--- src/rtl/irq_csr_pkg.sv ---
/*
  Constants shared by the interrupt control and status block: register
  offset, bit positions of every field, widths and reset values.
  Assumes a byte-addressed register port with 32-bit data.
*/
package irq_csr_pkg;

  // Register port geometry
  localparam int unsigned ADDR_W = 8;
  localparam int unsigned DATA_W = 32;

  // Byte offset of the interrupt control and status word
  localparam logic [ADDR_W-1:0] IRQ_CSR_ADDR = 8'h50;
  localparam logic [DATA_W-1:0] IRQ_CSR_RESET = 32'h0000_0000;

  // Eight sources of the low byte, one pending bit each, in bit order:
  // cpu bus error, dma ch1 done, dma ch2 done, mailbox one, mailbox two,
  // dma bus error, pci bus error, parity error
  localparam int unsigned LOW_SRC_N = 8;
  // Two further sources: dma ch3 done, dma ch4 done
  localparam int unsigned HIGH_SRC_N = 2;
  localparam int unsigned SRC_N = LOW_SRC_N + HIGH_SRC_N;

  // Serial port interrupt sources seen by the summary flag
  localparam int unsigned SERIAL_SRC_N = 4;

  // Field positions (lowest bit of each field)
  localparam int unsigned PEND_LO_POS = 0;   // bits 7:0, read only
  localparam int unsigned EN_LO_POS = 8;     // bits 15:8, read/write
  localparam int unsigned PEND_HI_POS = 16;  // bits 17:16, read only
  localparam int unsigned EN_HI_POS = 18;    // bits 19:18, read/write
  localparam int unsigned WIPE_HI_POS = 20;  // bits 21:20, write only
  localparam int unsigned SERIAL_FLAG_POS = 22;
  localparam int unsigned SERIAL_GATE_POS = 23;
  localparam int unsigned WIPE_LO_POS = 24;  // bits 31:24, write only

  // Index of each source within the internal pending vector
  localparam int unsigned SRC_CPU_BUS_ERR = 0;
  localparam int unsigned SRC_DMA_CH1 = 1;
  localparam int unsigned SRC_DMA_CH2 = 2;
  localparam int unsigned SRC_MAILBOX_ONE = 3;
  localparam int unsigned SRC_MAILBOX_TWO = 4;
  localparam int unsigned SRC_DMA_BUS_ERR = 5;
  localparam int unsigned SRC_PCI_BUS_ERR = 6;
  localparam int unsigned SRC_PARITY_ERR = 7;
  localparam int unsigned SRC_DMA_CH3 = 8;
  localparam int unsigned SRC_DMA_CH4 = 9;

endpackage : irq_csr_pkg

--- src/rtl/system_irq_status_mask_clear.sv ---
/*
  Interrupt control and status word of the system controller, seen by
  the host processor over a plain register port. Holds pending flags,
  per-source enables, write-one-to-clear bits and the serial port gate,
  and drives one level interrupt toward the processor.
  Assumes all event inputs are one-cycle pulses (serial inputs levels)
  from logic on clk, and a master that never asserts both strobes.
*/
// Summary of operation
// Bit 6 latches a bus error seen while acting as PCI target.
// Bit 7 latches address or data parity errors of listed cycles.
// Bits 15:8 enable or block the eight low-byte sources in order.
// Bits 17:16 read one once channel 3 or 4 transfer completes.
// Bits 18 and 19 enable channel 3 and 4 completion interrupts.
// Writing one to bit 20 or 21 clears channel 3 or 4; reads zero.
// Bit 22 shows the active serial port interrupt summary.
// Bit 23 gates all individually enabled serial sources; reads zero.
// All serial source enables cleared drops the serial summary flag.
// Writing one to bits 31:24 clears low-byte pending flags; reads zero.
// Bits 5:0 latch cpu bus error, dma done, mailbox and dma bus error.
// Word at offset 0x50, zero at reset, flags hold until cleared.
// Interrupt high while any enabled flag pends; writing zero clears nothing.
`timescale 1ns/1ps
`default_nettype none

module system_irq_status_mask_clear (
  input  wire logic                                  clk,
  input  wire logic                                  resetn,
  // Register port
  input  wire logic [irq_csr_pkg::ADDR_W-1:0]        reg_addr,
  input  wire logic [irq_csr_pkg::DATA_W-1:0]        reg_wdata,
  input  wire logic                                  reg_wr,
  input  wire logic                                  reg_rd,
  output logic      [irq_csr_pkg::DATA_W-1:0]        reg_rdata,
  // Event pulses from the surrounding controller
  input  wire logic                                  cpu_bus_err_evt,
  input  wire logic                                  dma_ch1_done_evt,
  input  wire logic                                  dma_ch2_done_evt,
  input  wire logic                                  mailbox_one_evt,
  input  wire logic                                  mailbox_two_evt,
  input  wire logic                                  dma_bus_err_evt,
  input  wire logic                                  pci_tgt_bus_err_evt,
  input  wire logic                                  addr_par_tgt_evt,
  input  wire logic                                  data_par_tgt_wr_evt,
  input  wire logic                                  data_par_mst_rd_evt,
  input  wire logic                                  dma_ch3_done_evt,
  input  wire logic                                  dma_ch4_done_evt,
  // Serial port interrupt sources and its own enable bits
  input  wire logic [irq_csr_pkg::SERIAL_SRC_N-1:0]  serial_port_sources,
  input  wire logic [irq_csr_pkg::SERIAL_SRC_N-1:0]  serial_port_source_enables,
  // Level interrupt to the processor
  output logic                                       cpu_irq
);

  localparam int unsigned LO_N = irq_csr_pkg::LOW_SRC_N;
  localparam int unsigned HI_N = irq_csr_pkg::HIGH_SRC_N;
  localparam int unsigned N = irq_csr_pkg::SRC_N;
  localparam int unsigned DW = irq_csr_pkg::DATA_W;

  // Address decode, shared by read and write paths
  function automatic logic hits_csr(
    input logic [irq_csr_pkg::ADDR_W-1:0] a
  );
    return a == irq_csr_pkg::IRQ_CSR_ADDR;
  endfunction : hits_csr

  typedef struct packed {
    logic [LO_N-1:0] en_lo;       // Low-byte source enables
    logic [HI_N-1:0] en_hi;       // Channel 3 and 4 enables
    logic            serial_gate; // Global serial port gate
    logic [DW-1:0]   rdata;       // Read data, valid one cycle
    logic            irq;         // Registered interrupt output
  } csr_state_t;

  csr_state_t state_q;
  csr_state_t state_d;

  logic [N-1:0] set_vec;
  logic [N-1:0] clr_vec;
  logic [N-1:0] pending;
  logic [N-1:0] enables;
  logic         serial_port_irq_flag;
  logic         wr_hit;
  logic         rd_hit;

  assign wr_hit = reg_wr & hits_csr(reg_addr);
  assign rd_hit = reg_rd & hits_csr(reg_addr);

  // Event sources in pending-vector order
  always_comb begin
    set_vec = '0;
    set_vec[irq_csr_pkg::SRC_CPU_BUS_ERR] = cpu_bus_err_evt;
    set_vec[irq_csr_pkg::SRC_DMA_CH1] = dma_ch1_done_evt;
    set_vec[irq_csr_pkg::SRC_DMA_CH2] = dma_ch2_done_evt;
    set_vec[irq_csr_pkg::SRC_MAILBOX_ONE] = mailbox_one_evt;
    set_vec[irq_csr_pkg::SRC_MAILBOX_TWO] = mailbox_two_evt;
    set_vec[irq_csr_pkg::SRC_DMA_BUS_ERR] = dma_bus_err_evt;
    set_vec[irq_csr_pkg::SRC_PCI_BUS_ERR] = pci_tgt_bus_err_evt;
    set_vec[irq_csr_pkg::SRC_PARITY_ERR] = addr_par_tgt_evt
                                         | data_par_tgt_wr_evt
                                         | data_par_mst_rd_evt;
    set_vec[irq_csr_pkg::SRC_DMA_CH3] = dma_ch3_done_evt;
    set_vec[irq_csr_pkg::SRC_DMA_CH4] = dma_ch4_done_evt;
  end

  // Clear strobes: only ones written to the wipe fields act
  always_comb begin
    clr_vec = '0;
    if (wr_hit) begin
      clr_vec[LO_N-1:0] =
        reg_wdata[irq_csr_pkg::WIPE_LO_POS +: LO_N];
      clr_vec[N-1:LO_N] =
        reg_wdata[irq_csr_pkg::WIPE_HI_POS +: HI_N];
    end
  end

  // Flags hold until software clears them, reads leave them alone
  sticky_flags #(
    .N (N)
  ) u_pending (
    .clk    (clk),
    .resetn (resetn),
    .set    (set_vec),
    .clr    (clr_vec),
    .flags  (pending)
  );

  serial_irq_merge u_serial (
    .clk            (clk),
    .resetn         (resetn),
    .sources        (serial_port_sources),
    .source_enables (serial_port_source_enables),
    .gate           (state_q.serial_gate),
    .flag           (serial_port_irq_flag)
  );

  assign enables = {state_q.en_hi, state_q.en_lo};

  // Register writes, read data and interrupt output
  always_comb begin
    state_d = state_q;
    state_d.rdata = '0; // Unmapped or idle reads return zero
    if (wr_hit) begin
      state_d.en_lo =
        reg_wdata[irq_csr_pkg::EN_LO_POS +: LO_N];
      state_d.en_hi =
        reg_wdata[irq_csr_pkg::EN_HI_POS +: HI_N];
      state_d.serial_gate =
        reg_wdata[irq_csr_pkg::SERIAL_GATE_POS];
    end
    if (rd_hit) begin
      // Wipe bits and the gate read back as zero
      state_d.rdata[irq_csr_pkg::PEND_LO_POS +: LO_N] =
        pending[LO_N-1:0];
      state_d.rdata[irq_csr_pkg::EN_LO_POS +: LO_N] = state_q.en_lo;
      state_d.rdata[irq_csr_pkg::PEND_HI_POS +: HI_N] =
        pending[N-1:LO_N];
      state_d.rdata[irq_csr_pkg::EN_HI_POS +: HI_N] = state_q.en_hi;
      state_d.rdata[irq_csr_pkg::SERIAL_FLAG_POS] =
        serial_port_irq_flag;
    end
    // Serial summary is already gated, so it joins directly
    state_d.irq = (|(pending & enables)) | serial_port_irq_flag;
  end

  always_ff @(posedge clk or negedge resetn) begin
    if (!resetn) begin
      state_q <= '0;
    end else begin
      state_q <= state_d;
    end
  end

  assign reg_rdata = state_q.rdata;
  assign cpu_irq = state_q.irq;

endmodule : system_irq_status_mask_clear

`default_nettype wire

--- src/rtl/sticky_flags.sv ---
/*
  Bank of sticky pending flags: a set input latches a flag until a clear
  strobe removes it; a set in the clear cycle wins.
  Assumes set and clear come from logic on the same clock.
*/
`timescale 1ns/1ps
`default_nettype none

module sticky_flags #(
  parameter int unsigned N = 10
) (
  input  wire logic         clk,
  input  wire logic         resetn,
  input  wire logic [N-1:0] set,
  input  wire logic [N-1:0] clr,
  output logic      [N-1:0] flags
);

  typedef struct packed {
    logic [N-1:0] flags;
  } sticky_state_t;

  sticky_state_t state_q;
  sticky_state_t state_d;

  // Per bit: set beats clear so no event is lost
  always_comb begin
    state_d = state_q;
    for (int i = 0; i < N; i++) begin
      state_d.flags[i] = set[i] | (state_q.flags[i] & ~clr[i]);
    end
  end

  always_ff @(posedge clk or negedge resetn) begin
    if (!resetn) begin
      state_q <= '0;
    end else begin
      state_q <= state_d;
    end
  end

  assign flags = state_q.flags;

endmodule : sticky_flags

`default_nettype wire

--- src/rtl/serial_irq_merge.sv ---
/*
  Summary of the serial port interrupt: any source that is enabled in
  the serial port's own enable bits, passed only while the global gate
  is set. Registered once.
  Assumes sources and enables are levels from logic on the same clock.
*/
`timescale 1ns/1ps
`default_nettype none

module serial_irq_merge (
  input  wire logic                              clk,
  input  wire logic                              resetn,
  input  wire logic [irq_csr_pkg::SERIAL_SRC_N-1:0] sources,
  input  wire logic [irq_csr_pkg::SERIAL_SRC_N-1:0] source_enables,
  input  wire logic                              gate,
  output logic                                   flag
);

  typedef struct packed {
    logic flag;
  } merge_state_t;

  merge_state_t state_q;
  merge_state_t state_d;

  // All enables low drops the summary at the next clock edge
  always_comb begin
    state_d = state_q;
    state_d.flag = gate & (|(sources & source_enables));
  end

  always_ff @(posedge clk or negedge resetn) begin
    if (!resetn) begin
      state_q <= '0;
    end else begin
      state_q <= state_d;
    end
  end

  assign flag = state_q.flag;

endmodule : serial_irq_merge

`default_nettype wire

--- config.mk ---
export PLATFORM = sky130hd
export DESIGN_NAME = system_irq_status_mask_clear
export DESIGN_NICKNAME = d
export VERILOG_FILES = /design/src/rtl/irq_csr_pkg.sv /design/src/rtl/system_irq_status_mask_clear.sv /design/src/rtl/sticky_flags.sv /design/src/rtl/serial_irq_merge.sv
export SDC_FILE = /design/constraint.sdc
export NUM_CORES = 1
export LEC_CHECK = 0
export BUFFER_PORTS_ARGS = -buffer_cell sky130_fd_sc_hd__buf_2
export CAP_MARGIN = 40
export CORE_MARGIN = 2
export CORE_UTILIZATION = 25
export CTS_CLUSTER_DIAMETER = 100
export DETAILED_ROUTE_END_ITERATION = 10
export GPL_TIMING_DRIVEN = 0
export PLACE_DENSITY = 0.55
export RECOVER_POWER = 50
export SLEW_MARGIN = 20
export SYNTH_ARGS = -nofsm -noshare
export SYNTH_HDL_FRONTEND = slang
export SYNTH_SLANG_ARGS = --single-unit
--- constraint.sdc ---
create_clock -name clk -period 1.11 [get_ports clk]
set_input_delay 0 -clock clk [delete_from_list [all_inputs] [get_ports clk]]
set_output_delay 0 -clock clk [all_outputs]
set_load 0.05 [all_outputs]
### Word-level counts from Yosys, hierarchy flattened

Cells that the tools add are included.

* bits of input ports: 64
* register bits after elaboration: 44
* logic and storage cells: 51

* reduce and logical (&&, ||, !) cells: 2
* bitwise logic cells: 38
* equal/unequal tests: 1
* muxes and demuxes: 3

Operators by type and width (number)
* $mux W20: 1
* $and A1 B1 Y1: 13
* $or A1 B1 Y1: 13
* $and A10 B10 Y10: 1
* $mux W10: 1
* $not A1 Y1: 10
* $reduce_or A10 Y1: 1
* $eq A8 B7 Y1 const B: 1
* $and A4 B4 Y4: 1
* $reduce_or A4 Y1: 1
* $mux W1: 1

### Logic depth before layout (Yosys ltp)

* word-level depth: 6
* mapped depth: 4
* gate-level depth less buffers: 3

### Modules after synthesis

A second synthesis with hierarchy kept.

* cell total of the unflattened synthesis: 159
* area total of the unflattened synthesis: 1976.9 um2

By module, submodules not included
* system_irq_status_mask_clear: instances 1, sequential area each 825.8 um2, cells an instance 125, area an instance 1566.5 um2
* sticky_flags: instances 1, sequential area each 250.2 um2, cells an instance 30, area an instance 362.8 um2
* serial_irq_merge: instances 1, sequential area each 25.0 um2, cells an instance 4, area an instance 47.5 um2

### Worst setup path after synthesis

OpenSTA, ideal clock, no wires.

* path type: input-to-reg
* from: input port reg_addr[1] in the netlist's numbering
* to: register state_q, in the netlist enables[0]
* setup time: 0.125 ns
* buffers on the path: 1
* data arrival time: 1.230 ns
* setup slack: -0.245 ns
* cell stages on the path: 4
* data required time: 0.985 ns
* path through: or4b_1 > nor3_4 > buf_6 > mux2_2

* longest elaborated chain between the ends: 2

RTL lines
* start, declared: RTL line system_irq_status_mask_clear.sv:30 `input wire logic [irq_csr_pkg::ADDR_W-1:0] reg_addr,`
* $eq A8 B7 Y1: RTL line system_irq_status_mask_clear.sv:64 `return a == irq_csr_pkg::IRQ_CSR_ADDR;`
* $and A1 B1 Y1: RTL line system_irq_status_mask_clear.sv:86 `assign wr_hit = reg_wr & hits_csr(reg_addr);`
* end signal, assigned: RTL line system_irq_status_mask_clear.sv:170 `state_q <= state_d;`
* end, declared: RTL line system_irq_status_mask_clear.sv:75 `csr_state_t state_q;`

Every way passes these cells.
A chain may end at the register's enable or synchronous reset.

### Final worst setup path

* from: input port reg_addr[1] in the netlist's numbering
* to: register state_q, in the netlist enables[2]

Same word-level chain as after synthesis.

==> results_dict.tcl <==
set metrics [dict create \
    coreArea_um2 6760 \
    grt_overflow 0 \
    slew_violations 0 \
    cts.clk_slew.worst_paths_ns 0.08 \
    cts_tree "done" \
    htreeDepth 2 \
    grt_pass1_wl_mm 6.40 \
    netlist_area_um2 1730 \
    drtPass1Iterations 4 \
    min_path_type "primary input to flop" \
    start_kind "primary input" \
    netlist.area_leader.share 0.635 \
    std_cell_rows 30 \
    tns_ns -1.48 \
    synth.avg_cell_area_um2 12.7 \
    drv_cap 0 \
    setup_viol 32 \
    routed_wl_mm 4.35 \
    antenna_cells 0 \
    violations "setup timing" \
    slowest_stage "or4b_4" \
    fin_crit_sh 1.11 \
    antenna_found_initial 0 \
    detail-route-antenna-nets 0 \
    num_vias 1397 \
    power_mw 3.15 \
    cts_sinks 44 \
    synth_seq_cells 44 \
    fin_nets 329 \
    final.fill_count 673 \
    fmax_mhz 808 \
    yosysWarnings 0 \
    r2r-start "u_pending.flags[8]$_DFF_PN0_" \
    crit_fanout 10 \
    clk-insertion-delay-late_ns 0.29 \
    period_needed_ns 1.24 \
    ir_drop_uv 529 \
    layout_setup_ws_ns -0.127 \
    hpwl_mm 2.84 \
    rsz0062_at_grt "true" \
    min_from "serial_port_source_enables[2]" \
    setup.worst_path.end_class "flop" \
    path_cells "buf_2 > or4b_4 > nor3_4 > buf_6 > mux2_2" \
    max_stage_delay_ns 0.55 \
    root_buffer "clkbuf_8" \
    vias_per_cell 4.04 \
    worst_slew_pin_slew_ns 0.584 \
    ys_seq_area_frac 0.635 \
    numCtsBuffers 5 \
    drt_iter0_drc 14 \
    grt.total_usage 0.113 \
    ctsLongestPathBuffers 2 \
    area_delta_synth_final_pct 56.9 \
    wire_per_inst_um 12.6 \
    startpoint "reg_addr[1]" \
    gp_congestion 0.647 \
    grt_pass1_vias 1353 \
    crit_type "primary input to flop" \
    drc_errors 0 \
    start_util 0.257 \
    io_pins 97 \
    io_buffer_count 74 \
    p_leak_nw 1.45 \
    hold_violations 0 \
    drive_gt1_frac 0.436 \
    relSlewSlack 0.611 \
    syn_inst 137 \
    status "finished, violations left" \
    grt_max_degree 24 \
    fp.dieW_um 87.3 \
    clock_skew_ns 0.00585 \
    synth_cell_types 23 \
    dieHeight_um 87.3 \
    worstPathRequired_ns 1.28 \
    synthTopCellsByArea "dfrtp_1 63%, and2_1 7.6%, mux2_2 7.1%" \
    p_per_area_nw_per_um2 1160 \
    crit_arrival_ns 1.41 \
    synth_top_area_cell "dfrtp_1" \
    design.die.area_um2 7620 \
    post-route-util 0.403 \
]
==> report_power, final <==
group / total (mW) / leakage, nW / switching (mW) / internal (mW)
logic: 0.471 / 0.842 / 0.244 / 0.227
clock network: 1.03 / 0.0510 / 0.535 / 0.497
registers: 1.65 / 0.559 / 0.0169 / 1.63
total: 3.15 / 1.45 / 0.796 / 2.36
==> registers in the layout, indices dropped and copies added (netlist names) <==
signal and count:
state_q 1, reg_rdata 21, u_pending.flags 10, u_serial.flag 1, cpu_irq 1, enables 10
==> final timing paths <==
kind,end,slack [ns],depth (start not counted)
max in group asynchronous,enables[5]$_DFFE_PN0N_,0.15,3
max reg2reg,cpu_irq$_DFF_PN0_,0.03,3
min,u_serial.flag$_DFF_PN0_,0.03,3
min reg2reg,reg_rdata[14]$_DFF_PN0_,0.51,1
min in group asynchronous,reg_rdata[16]$_DFF_PN0_,0.24,2
max,enables[2]$_DFFE_PN0N_,-0.13,5
==> worst max-delay path: cells and delay by family <==
kind,cells,cell delay (ns)
muxes,1,0.34
and+or+nand+nor,2,0.77
buffers and inverters,2,0.30
==> final cells by class <==
| type | instances | area (um^2) | share of cell area |
|---|---|---|---|
| plain buffers | 15 | 114 | 0.0418 |
| clock buffers | 6 | 82.6 | 0.0303 |
| clock inverters | 2 | 10.0 | 0.00368 |
| inverters | 11 | 41.3 | 0.0152 |
| multi-input cells | 77 | 539 | 0.198 |
| flip-flops and latches | 44 | 1100 | 0.405 |
| well taps | 80 | 100 | 0.0368 |
| repair buffers | 111 | 733 | 0.269 |
==> kinds of logic after synthesis <==
kind of cell    after synthesis  synth area share
flops                        44             0.635
mux                          11            0.0714
simple gates                 37             0.131
other cells                   1           0.00216
compound gates               18            0.0743
buf+inv                      26            0.0866
==> metrics by stage <==
step	worst slack (ns)	area, um^2	std cells	hold slack, ns
floorplan	-0.244	1780	147	-0.296
global placement	-0.427	2250	301	0.180
detailed placement	-0.444	2270	302	0.0247
CTS	-0.123	2740	346	0.0121
global route	-0.155	2720	346	0.0759
finish	-0.127	2720	346	0.0252
==> placed cells by master (no fill, tap or decap), types with 6 or more instances in the layout <==
master          n
buf_2          74
dfrtp_1        44
dlygate4sd3_1  34
and2_1         21
buf_4          14
inv_1          11
conb_1         11
a31oi_1        10
mux2_2         10
nor2_1          9
clkbuf_8        6
==> Yosys cell counts <==
master    instances
a211oi_1          1
or4b_1            1
a22oi_1           2
dfrtp_1          44
a22o_1            2
mux2_2           11
or4b_4            1
buf_6             1
buf_4            11
and2_1           21
nor3_1            2
nor4_1            1
a31oi_1          10
nor2_1            9
a21boi_0          1
nand3_1           1
conb_1            1
nor3_4            1
a222oi_1          1
a221oi_1          1
clkbuf_2          2
buf_2             1
inv_1            11
==> metal layers <==
layer | part of all wire | vias to the layer above | track usage
li1 | - | 694 | -
met1 | 0.42 | 642 | 0.133
met2 | 0.51 | 55 | 0.193
met3 | 0.064 | 6 | 0.0408
met4 | 0.0099 | 0 | 0.0336
met5 | 0 | - | 0
==> repair_timing <==
action / in CTS / in global routing
endpoints found under the hold margin: 42 / 0
hold buffers: 34 / 0
setup buffers: 2 / 0
setup endpoints to repair: 41 / 41
gates resized for setup: 4 / 1
No activity file was read; power rests on OpenSTA's default activity.
